**config.mk**
```make
export PLATFORM = sky130hd
export DESIGN_NAME = sso_read
export DESIGN_NICKNAME = d
export VERILOG_FILES = /design/src/verilog/sso_pkg.sv /design/src/verilog/sso_read.sv
export SDC_FILE = /design/constraint.sdc
export NUM_CORES = 1
export LEC_CHECK = 0
export ABC_AREA = 0
export ABC_CLOCK_PERIOD_IN_PS = 3700
export BUFFER_PORTS_ARGS = -buffer_cell sky130_fd_sc_hd__buf_2
export CORE_AREA = 5 5 156 158
export DETAILED_ROUTE_END_ITERATION = 16
export DIE_AREA = 0 0 161 163
export PLACE_DENSITY_LB_ADDON = 0.12
export SETUP_SLACK_MARGIN = 0.05
export SYNTH_ARGS = -nofsm -noshare
export SYNTH_HDL_FRONTEND = slang
export SYNTH_SLANG_ARGS = --single-unit
export TNS_END_PERCENT = 10
```
**constraint.sdc**
```tcl
create_clock -name clk -period 3.7 [get_ports clk]
set_input_delay 0.555 -clock clk [delete_from_list [all_inputs] [get_ports clk]]
set_output_delay 0.555 -clock clk [all_outputs]
set_load 0.01 [all_outputs]
```
**src/verilog/sso_pkg.sv**
```systemverilog
/*
 * Shared types and constants for the security register and unique
 * identifier read logic of the serial flash.
 * Assumes a single system clock; the serial pins are asynchronous to it.
 */
package sso_pkg;

    // Command codes.
    localparam logic [7:0] SSO_OP_SECREG_RD = 8'h48;
    localparam logic [7:0] SSO_OP_UID_RD = 8'h4B;

    // Phase lengths in serial clock edges, less one.
    localparam logic [4:0] SSO_CMD_BITS = 5'h07;
    localparam logic [4:0] SSO_ADDR_BITS = 5'h17;
    localparam logic [4:0] SSO_DUMMY_BITS = 5'h07;

    // Data path geometry.
    localparam int SSO_FIFO_WIDTH = 8;
    localparam int SSO_FIFO_DEPTH = 8;
    localparam logic [3:0] SSO_UID_LAST = 4'hF;

    // Identifier value is arbitrary.
    localparam logic [127:0] SSO_UID_DEFAULT =
        128'h0123_4567_89AB_CDEF_FEDC_BA98_7654_3210;

    typedef enum logic [2:0] {
        SSO_ST_CMD,
        SSO_ST_ADDR,
        SSO_ST_DUMMY,
        SSO_ST_DATA,
        SSO_ST_IGNORE
    } sso_state_e;

    // Serial pin levels after synchronisation.
    typedef struct packed {
        logic cs_n;
        logic sclk;
        logic sin;
    } sso_pins_s;

    // Security register address split into its bytes.
    typedef struct packed {
        logic [7:0] upper;
        logic [7:0] select;
        logic [7:0] offset;
    } sso_addr_s;

    localparam sso_pins_s SSO_PINS_IDLE = '{cs_n: 1'b1, sclk: 1'b0,
                                            sin: 1'b0};

endpackage : sso_pkg

```
**src/verilog/sso_read.sv**
```systemverilog
/*
 * Serial read engine for security registers and the unique identifier,
 * plus its byte FIFO.
 * Assumes the serial clock is at most an eighth of clk, that the array
 * answers fetches with valid/ready, and that busy comes from clk logic.
 */
//
// Overview of operation
// - Security read: chip select low, code 48h, 24-bit address, eight dummy clocks.
// - Code and address bits sampled on serial clock rising edges.
// - After dummy clocks, bytes leave MSB first, changing on falling edges.
// - Nonzero upper address byte gives undefined data.
// - Byte address advances by one after each byte.
// - Offset FFh wraps to 00h of the same register.
// - Chip select high stops driving and ends the command.
// - Security read while busy is ignored without disturbing the cycle.
// - Addresses outside the three registers give undefined results.
// - Identifier read: code 4Bh, zero address, one dummy byte.
// - After the dummy byte the fixed 128-bit identifier shifts out.
`timescale 1ns/1ps

module sso_fifo #(
    parameter int WIDTH = 8,
    parameter int DEPTH = 8
) (
    // Clock, reset and flush.
    input wire logic clk,
    input wire logic rst,
    input wire logic flush,
    // Fill side.
    input wire logic in_valid,
    output logic in_ready,
    input wire logic [WIDTH-1:0] in_data,
    // Drain side.
    output logic out_valid,
    input wire logic out_ready,
    output logic [WIDTH-1:0] out_data
);
    localparam int AW = $clog2(DEPTH);

    logic [WIDTH-1:0] mem_q [DEPTH];
    logic [AW-1:0] wr_q;
    logic [AW-1:0] rd_q;
    logic [AW:0] cnt_q;
    wire push = in_valid & in_ready;
    wire pop = out_valid & out_ready;

    assign in_ready = (cnt_q != (AW+1)'(DEPTH));
    assign out_valid = (cnt_q != '0);
    assign out_data = mem_q[rd_q];

    always_ff @(posedge clk) begin
        if (push) begin
            mem_q[wr_q] <= in_data;
        end
    end

    always_ff @(posedge clk or posedge rst) begin
        if (rst) begin
            wr_q <= '0;
            rd_q <= '0;
            cnt_q <= '0;
        end else if (flush) begin
            wr_q <= '0;
            rd_q <= '0;
            cnt_q <= '0;
        end else begin
            wr_q <= push ? AW'((wr_q + 1'b1) % DEPTH) : wr_q;
            rd_q <= pop ? AW'((rd_q + 1'b1) % DEPTH) : rd_q;
            cnt_q <= cnt_q + (AW+1)'(push) - (AW+1)'(pop);
        end
    end
endmodule : sso_fifo

module sso_read
    import sso_pkg::*;
#(
    parameter logic [127:0] UID = SSO_UID_DEFAULT
) (
    // Clock and reset.
    input wire logic clk,
    input wire logic rst,
    // Serial pins from the host.
    input wire logic cs_n_pin,
    input wire logic sclk_pin,
    input wire logic serial_in_pin,
    // Serial data output, enable low while driving.
    output logic serial_out,
    output logic serial_out_oe_n,
    // Device status.
    input wire logic busy,
    // Security register array fetch port.
    output sso_addr_s fetch_addr,
    output logic fetch_ready,
    input wire logic fetch_valid,
    input wire logic [7:0] fetch_data
);
    sso_pins_s s1_q;
    sso_pins_s s2_q;
    logic sclk_prev_q;
    sso_state_e state_q;
    logic [4:0] cnt_q;
    logic [7:0] op_q;
    logic uid_mode_q;
    logic [22:0] addr_sh_q;
    sso_addr_s addr_q;
    logic fetch_on_q;
    logic [3:0] uid_idx_q;
    logic [2:0] out_cnt_q;
    logic [7:0] out_sh_q;
    logic drive_q;

    wire rise = s2_q.sclk & ~sclk_prev_q;
    wire fall = ~s2_q.sclk & sclk_prev_q;
    wire sel = ~s2_q.cs_n;
    wire [7:0] op_full = {op_q[6:0], s2_q.sin};
    wire op_sec = (op_full == SSO_OP_SECREG_RD);
    wire op_uid = (op_full == SSO_OP_UID_RD);
    wire [7:0] uid_byte = UID[{~uid_idx_q, 3'h0} +: 8];
    wire src_valid = uid_mode_q ? 1'b1 : fetch_valid;
    wire [7:0] src_data = uid_mode_q ? uid_byte : fetch_data;
    wire fifo_in_ready;
    wire fifo_out_valid;
    wire [7:0] fifo_out_data;
    wire load = fall & (state_q == SSO_ST_DATA) & (out_cnt_q == 3'h0);
    wire push = fetch_on_q & src_valid & fifo_in_ready;

    assign fetch_addr = addr_q;
    assign fetch_ready = fetch_on_q & ~uid_mode_q & fifo_in_ready;
    assign serial_out = out_sh_q[7];
    assign serial_out_oe_n = ~drive_q;

    sso_fifo #(
        .WIDTH(SSO_FIFO_WIDTH),
        .DEPTH(SSO_FIFO_DEPTH)
    ) u_fifo (
        .clk(clk),
        .rst(rst),
        .flush(~sel),
        .in_valid(fetch_on_q & src_valid),
        .in_ready(fifo_in_ready),
        .in_data(src_data),
        .out_valid(fifo_out_valid),
        .out_ready(load),
        .out_data(fifo_out_data)
    );

    always_ff @(posedge clk or posedge rst) begin
        if (rst) begin
            s1_q <= SSO_PINS_IDLE;
            s2_q <= SSO_PINS_IDLE;
            sclk_prev_q <= 1'b0;
        end else begin
            s1_q <= '{cs_n: cs_n_pin, sclk: sclk_pin, sin: serial_in_pin};
            s2_q <= s1_q;
            sclk_prev_q <= s2_q.sclk;
        end
    end

    // Command, address and dummy phases on rising edges.
    always_ff @(posedge clk or posedge rst) begin
        if (rst) begin
            state_q <= SSO_ST_CMD;
            cnt_q <= '0;
            op_q <= '0;
            uid_mode_q <= 1'b0;
            addr_sh_q <= '0;
        end else if (!sel) begin
            state_q <= SSO_ST_CMD;
            cnt_q <= '0;
            op_q <= '0;
        end else if (rise) begin
            cnt_q <= cnt_q + 5'h01;
            case (state_q)
                SSO_ST_CMD: begin
                    op_q <= op_full;
                    if (cnt_q == SSO_CMD_BITS) begin
                        cnt_q <= '0;
                        uid_mode_q <= op_uid;
                        // Busy device ignores a security read; an identifier read still proceeds.
                        state_q <= ((op_sec & ~busy) | op_uid) ?
                            SSO_ST_ADDR : SSO_ST_IGNORE;
                    end
                end
                SSO_ST_ADDR: begin
                    addr_sh_q <= {addr_sh_q[21:0], s2_q.sin};
                    if (cnt_q == SSO_ADDR_BITS) begin
                        cnt_q <= '0;
                        state_q <= SSO_ST_DUMMY;
                    end
                end
                SSO_ST_DUMMY: begin
                    if (cnt_q == SSO_DUMMY_BITS) begin
                        state_q <= SSO_ST_DATA;
                    end
                end
                default: begin
                    cnt_q <= cnt_q;
                end
            endcase
        end
    end

    // Prefetch into the FIFO from the address onward.
    always_ff @(posedge clk or posedge rst) begin
        if (rst) begin
            addr_q <= '0;
            fetch_on_q <= 1'b0;
            uid_idx_q <= '0;
        end else if (!sel) begin
            fetch_on_q <= 1'b0;
            uid_idx_q <= '0;
        end else if (rise && state_q == SSO_ST_ADDR &&
                     cnt_q == SSO_ADDR_BITS) begin
            // Upper and select bytes pass unchecked.
            addr_q <= {addr_sh_q, s2_q.sin};
            fetch_on_q <= 1'b1;
            uid_idx_q <= '0;
        end else if (push) begin
            // Offset wraps within the selected register.
            addr_q.offset <= addr_q.offset + 8'h01;
            uid_idx_q <= uid_idx_q + 4'h1;
        end
    end

    // Output shifter on falling edges.
    always_ff @(posedge clk or posedge rst) begin
        if (rst) begin
            out_cnt_q <= '0;
            out_sh_q <= '0;
            drive_q <= 1'b0;
        end else if (!sel) begin
            out_cnt_q <= '0;
            drive_q <= 1'b0;
        end else if (fall && state_q == SSO_ST_DATA) begin
            out_cnt_q <= out_cnt_q + 3'h1;
            drive_q <= 1'b1;
            out_sh_q <= load ? fifo_out_data
                             : {out_sh_q[6:0], 1'b0};
        end
    end
endmodule : sso_read

```
# [After elaboration in Yosys (flattened, before gate mapping)]
# Memories as Yosys holds them, arrays and structs flattened.
# Index checks and enable logic that the tools add are counted.
# Widths: inputs -> output; s select.
[totals] ff_bits=97 ramBits=64 input_bits=15 output_inout_bits=27 memories=1
[op_classes] add_sub_neg=8 eq_ne=11 shift=1 n_mux=36 n_bitwise=18 n_reduce_logical=23
[memory_table] name="u_fifo.mem_q" depth=8 width=8 rd=1 rd_ports_with_merged_regs=0 wr=1 line="sso_read.sv:41" rtl="logic [WIDTH-1:0] mem_q [DEPTH];"
[ops] op="$shiftx 128x8->8 const A" count=1
[ops] op="$mux 3" count=12
[ops] op="$mux 8" count=4
[ops] op="$mux 7" count=3
[ops] op="$mux 5" count=4
[ops] op="$eq 8x7->1 const B" count=2
[ops] op="$mux 4" count=4
[ops] op="$pmux 5 s3" count=1
[ops] op="$reduce_bool 2->1" count=7
[ops] op="$and 1x1->1" count=10
[ops] op="$reduce_and 2->1" count=5
[ops] op="$add 3x1->3 const B" count=3
[ops] op="$ne 3x3->1 const B" count=3
[ops] op="$pmux 3 s3" count=1
[ops] op="$add 8x1->8 const B" count=1
[ops] op="$reduce_bool 4->1" count=2
[ops] op="$mux 1" count=7
[ops] op="$eq 3x2->1 const B" count=2
[ops] op="$logic_not 3->1" count=2
[ops] op="$not 1->1" count=6
[ops] op="$add 5x1->5 const B" count=1
[ops] op="$eq 5x3->1 const B" count=1
[ops] op="$eq 5x5->1 const B" count=1
[ops] op="$reduce_and 5->1" count=1
[ops] op="other kinds (11)" count=13

# [Logic depth before layout (Yosys ltp)]
[logic_depth] depth_word=8 depth_mapped=13

# [By module]
# A second synthesis with hierarchy kept.
[hier_totals] hier_cells=543 area_unflattened_um2=7260.7
[by_module_without_submodules] mod="sso_read" n_inst=1 cells_per_inst=374 area_each_um2=4126.5
[by_module_without_submodules] mod="sso_fifo" n_inst=1 cells_per_inst=169 area_each_um2=3134.3

# [Least setup slack after synthesis]
# OpenSTA, ideal clock, no wires.
[synth_timing] path_type="register -> register" from="register u_fifo.cnt_q[2]" to="register u_fifo.cnt_q[2]" setup_ns=0.132 arrival_time_ns=2.278 required_ns=3.568 slack_ns=1.290 stages_incl_launch_ff=12 path_buffers=0 cell_sequence="dfrtp_1 inv_1 ha_1 or3b_2 nand4_1 inv_1 ha_1 inv_1 ha_1 fa_1 xnor2_1 nor2_1"
[synth_via] elab_chain_cells=5 word_cells_on_any_way=7 cone_classes="2 x add/sub; 1 x eq/ne; 1 x mux; 2 x bitwise; 1 x reduce/logical"
[synth_rtl] element="start, declared" line="sso_read.sv:44" rtl="logic [AW:0] cnt_q;"
[synth_rtl] element="start signal, assigned" line="sso_read.sv:70" rtl="cnt_q <= cnt_q + (AW+1)'(push) - (AW+1)'(pop);"
[synth_rtl] element="$ne 4x4->1" line="sso_read.sv:48" rtl="assign in_ready = (cnt_q != (AW+1)'(DEPTH));"
[synth_rtl] element="$and 1x1->1" line="sso_read.sv:45" rtl="wire push = in_valid & in_ready;"
[synth_rtl] element="$add 4x1->4" line="sso_read.sv:70"
[synth_rtl] element="$sub 4x1->4 (*)" line="sso_read.sv:70"
[synth_rtl] element="$mux 4 (*)" line="sso_read.sv:63" rtl="end else if (flush) begin"
# Every way passes the cells marked *; elsewhere a longest branch is shown, timed or not.
# A chain may end at the register's enable or synchronous reset.

# [Final worst setup path]
[layout_timing] from="register out_cnt_q[0]" to="register u_fifo.cnt_q[2]"
[layout_via] elab_chain_cells=5
[layout_rtl] element="start, declared" line="sso_read.sv:109" rtl="logic [2:0] out_cnt_q;"
[layout_rtl] element="start signal, assigned" line="sso_read.sv:236" rtl="out_cnt_q <= out_cnt_q + 3'h1;"
[layout_rtl] element="$logic_not 3->1" line="sso_read.sv:125" rtl="wire load = fall & (state_q == SSO_ST_DATA) & (out_cnt_q == 3'h0);"
[layout_rtl] element="$and 1x1->1" line="sso_read.sv:125"
[layout_rtl] element="$and 1x1->1" line="sso_read.sv:46" rtl="wire pop = out_valid & out_ready;"
[layout_rtl] element="$sub 4x1->4" line="sso_read.sv:70"
[layout_rtl] element="$mux 4" line="sso_read.sv:63"
# Every way passes these cells.

==> impl_results.md <==
- Startpoint types: flip-flop
- Slew margin rel.: 41.9%
- Crit Path Category: reg -> reg
- Slew @ Worst Pin: 0.868 ns
- R2R Path End: u_fifo.cnt_q[2]$_DFF_PP0_
- Final WL: 14.9 mm
- EDFF count, synth: 64
- # rows: 56
- Comb pwr share: 1.8%
- Chip Width: 161 um
- Final hold slack: 0.222 ns
- Max Clk Rate: 369 MHz
- PortBufs: 41
- Area Overhead vs Synth: 15.6%
- Initial antenna violation count: 0
- Setup TNS: 0 ns
- Synth Net Count: 603
- Crit. End Element: flip-flop
- Slowest CP cell: nor2b_1
- Die area: 0.0262 mm2
- Clock share of power: 47.0%
- Final slew viol count: 0
- # nets final: 650
- Vias per inst: 4.70
- Reg-to-reg startpoint: out_cnt_q[0]$_DFFE_PP0P_
- Post-CTS setup buffers: 0
- Antenna cells: 0
- RSZ-0062 raised after global routing: no
- Switching part of the total: 21.8%
- Clk_skew: 0.0127 ns
- CTS resizes: 0
- Final ANT Viol Nets: 0
- Internal power: 2860 uW
- Vias in the first global route: 4720
- Layout cell share with drive strength beyond 1: 20.0%
- Setup violations, final: 0
- Sequential share of the synthesized area: 61.0%
- Max-cap violations: 0
- Ys Warns: 0
- IR drop worst, VDD: 0.279 mV
- Switch Pwr: 795 uW
- TritonCTS clock tree: built
- Final Hold Vio Count: 0
- Sequential share of power: 51.2%
- Starting Density: 31.0%
- Area of the multi-input gates: 0.00254 mm2
- Design Power: 3660 uW
- Initial DRC Count: 223
- Gate Count Post-Synth: 574
- Pre-antenna DRT Iters: 4
- Largest net degree at the start of global routing: 61
- Mean Syn Cell Area: 12.4 um2
- H-tree depth: 4
- Sequential cell area: 0.00435 mm2
- Routability cong.: 0.749
- Grt ovf: 0
- Worst Path Max Fanout: 9
- Final min period: 2.71 ns
- R2r setup slk: 0.99 ns
- Register-to-Register Path Depth: 11
- Non-Filler Instances: 924
- CP Cell Sequence: inv_1 > ha_1 > nor2b_1 > nand4_1 > inv_1 > ha_1 > inv_1 > ha_1 > fa_1 > xnor2_1 > nor2_1
- Post-DP HPWL: 10.3 mm
- Deepest clock path buffer count: 2
- Post-synthesis cell area: 0.00713 mm2
- Placeable Area: 0.0230 mm2
- Root Buffer: clkbuf_16
- Global Route Usage Sum: 12.0%
- Filler instances: 2313
- Ys flop type: dfrtp_1
- CTS Buf Count: 17
- IO Pins: 42
- Worst endpoint data arrival time: 3.00 ns
- Netlist cell types: 57
- Status: complete, no violations
- # DRC: 0
- Wire length of the first global-routing pass: 24.8 mm
- Max incr delay on CP: 0.48 ns
- Die H: 163 um
- Worst skew pair latency: 0.42 ns
- CTS Sinks: 161
- WL per Instance: 16.1 um
- Tcrit/Tclk final: 73.3%
- FF+latch count, synth: 161
- Vias: 4346
- Hold_buf cts: 0
- Crit path capture: u_fifo.cnt_q[2]$_DFF_PP0_
- P_leak: 0.00345 uW
- Clk slew on worst S/H paths: 0.07 ns
- Post-synth ARST share: 60.2%
- Worst EP required: 3.99 ns
- Worst hold path class: in -> reg
- Pwr/cell area: 444 mW/mm2
- Placed Instances: 892
- CP startpoint: out_cnt_q[0]$_DFFE_PP0P_
-- layout make-up --
cell class	instances	area share, %
clock buffer	20	5.55
inverter	20	0.941
multi-input combinational	363	30.8
timing repair buffer	58	4.04
tap	290	4.40
clock inverter	12	1.47
sequential	161	52.8
-- layout by cell type, fill, tap and decap left out, types with 3 or more instances in the layout --
| cell | Yosys | routed |
|---|---|---|
| nor2_1 | 31 | 31 |
| buf_2 | 9 | 41 |
| clkbuf_16 | 0 | 17 |
| nand3_1 | 24 | 24 |
| nor3_1 | 14 | 13 |
| a21oi_1 | 16 | 16 |
| ha_1 | 13 | 13 |
| o21ai_0 | 8 | 8 |
| inv_1 | 19 | 18 |
| o22ai_1 | 5 | 5 |
| nand4_1 | 3 | 3 |
| edfxtp_1 | 64 | 64 |
| mux2i_1 | 39 | 39 |
| o2bb2ai_1 | 7 | 7 |
| xnor2_1 | 9 | 9 |
| a22oi_1 | 16 | 16 |
| nor2b_1 | 6 | 6 |
| mux2_4 | 18 | 18 |
| mux2_2 | 6 | 6 |
| nand2_1 | 81 | 81 |
| nor3b_1 | 5 | 5 |
| xor2_1 | 7 | 7 |
| o21a_1 | 7 | 7 |
| nand2b_1 | 4 | 4 |
| nor4b_1 | 3 | 3 |
| dfrtp_1 | 95 | 95 |
| inv_6 | 0 | 4 |
| or3b_2 | 3 | 3 |
| a31oi_1 | 8 | 8 |
| buf_4 | 0 | 17 |
-- metrics by stage --
| stage | setup WS [ns] | cell area [um2] | utilization, % |
|---|---|---|---|
| finish | 0.989 | 8240 | 35.9 |
| global route | 0.650 | 8240 | 35.9 |
| floorplan | 0.615 | 7130 | - |
| CTS | 0.895 | 8240 | 35.9 |
| detailed placement | 0.898 | 7660 | 33.4 |
| global placement | 1.03 | 7660 | 33.4 |
-- how the worst min path moves through the flow --
stage                            from              endpoint  slack, ns  depth (start not counted)
global placement    s1_q[0]$_DFF_PP0_  op_full[0]$_DFF_PP0_       0.34                          0
CTS                          cs_n_pin     s1_q[2]$_DFF_PP1_       0.20                          1
floorplan           s1_q[0]$_DFF_PP0_  op_full[0]$_DFF_PP0_       0.33                          0
global route                 cs_n_pin     s1_q[2]$_DFF_PP1_       0.20                          1
detailed placement  s1_q[0]$_DFF_PP0_  op_full[0]$_DFF_PP0_       0.34                          0
finish                       cs_n_pin     s1_q[2]$_DFF_PP1_       0.22                          1
-- power by group through the flow --
stage	combinational, uW	clock, uW	sequential [uW]
floorplan	41.3	0	1900
global placement	66.7	0	1910
detailed placement	67.7	0	1910
CTS	67.6	1770	1870
global route	75.3	1850	1870
finish	64.3	1720	1870
-- metal layers --
metal	global-route usage [%]	vias to the layer above	share of wire [%]
met3	3.14	16	2.5
met2	20.8	41	50
met5	0	-	0
met1	14.9	2144	46
met4	3.49	0	1.2
li1	-	2145	-
-- synthesized netlist by cell type, types with 2 or more instances --
library cell	n	area [um2]
nor2_1	31	116
clkbuf_1	14	52.6
or3_1	2	12.5
o21a_1	7	52.6
o2bb2ai_1	7	61.3
nor2b_1	6	37.5
nor3b_1	5	37.5
mux2i_1	39	390
xor2_1	7	61.3
o21ai_0	8	40.0
nor4_1	2	12.5
buf_1	2	7.51
xnor2_1	9	78.8
buf_2	9	45.0
mux2_4	18	270
dfstp_2	2	52.6
a22oi_1	16	120
nand3_1	24	120
or3b_2	3	26.3
and2_1	2	12.5
nand4_1	3	18.8
mux2_2	6	67.6
mux4_2	2	45.0
edfxtp_1	64	1920
nand3b_1	2	15.0
ha_1	13	163
inv_1	19	71.3
o211ai_1	2	15.0
buf_6	2	22.5
o22ai_1	5	31.3
nand2_1	81	304
a31oi_1	8	50.1
dfrtp_1	95	2380
and3_1	2	12.5
a2bb2oi_1	2	17.5
a21oi_1	16	80.1
nor4b_1	3	26.3
nor3_1	14	70.1
nand2b_1	4	25.0
-- critical path, delay by kind of cell (launching register included) --
| family | cells | cell delay, ns |
|---|---|---|
| fa+ha+maj | 4 | 0.90 |
| xor+xnor | 1 | 0.19 |
| simple gates | 3 | 0.84 |
| flops | 1 | 0.38 |
| buf+inv | 3 | 0.27 |
-- sequential cells by signal, summed over array words and instances (netlist names), 2 cells and up --
register / cells
u_fifo.mem_q: 64
fetch_addr: 24
addr_sh_q: 23
out_sh_q: 8
op_q: 7
cnt_q: 5
u_fifo.cnt_q: 4
uid_idx_q: 4
out_cnt_q: 3
s1_q: 3
state_q: 3
u_fifo.rd_q: 3
u_fifo.wr_q: 3
s2_q: 2
-- cell families after synthesis --
logic type	synth area share, %
simple gates	13.0
flops	61.0
compound gates	7.23
mux	10.8
buf+inv	3.40
xor+xnor	1.97
fa+ha+maj	2.56
No activity file was read; power rests on OpenSTA's default activity.
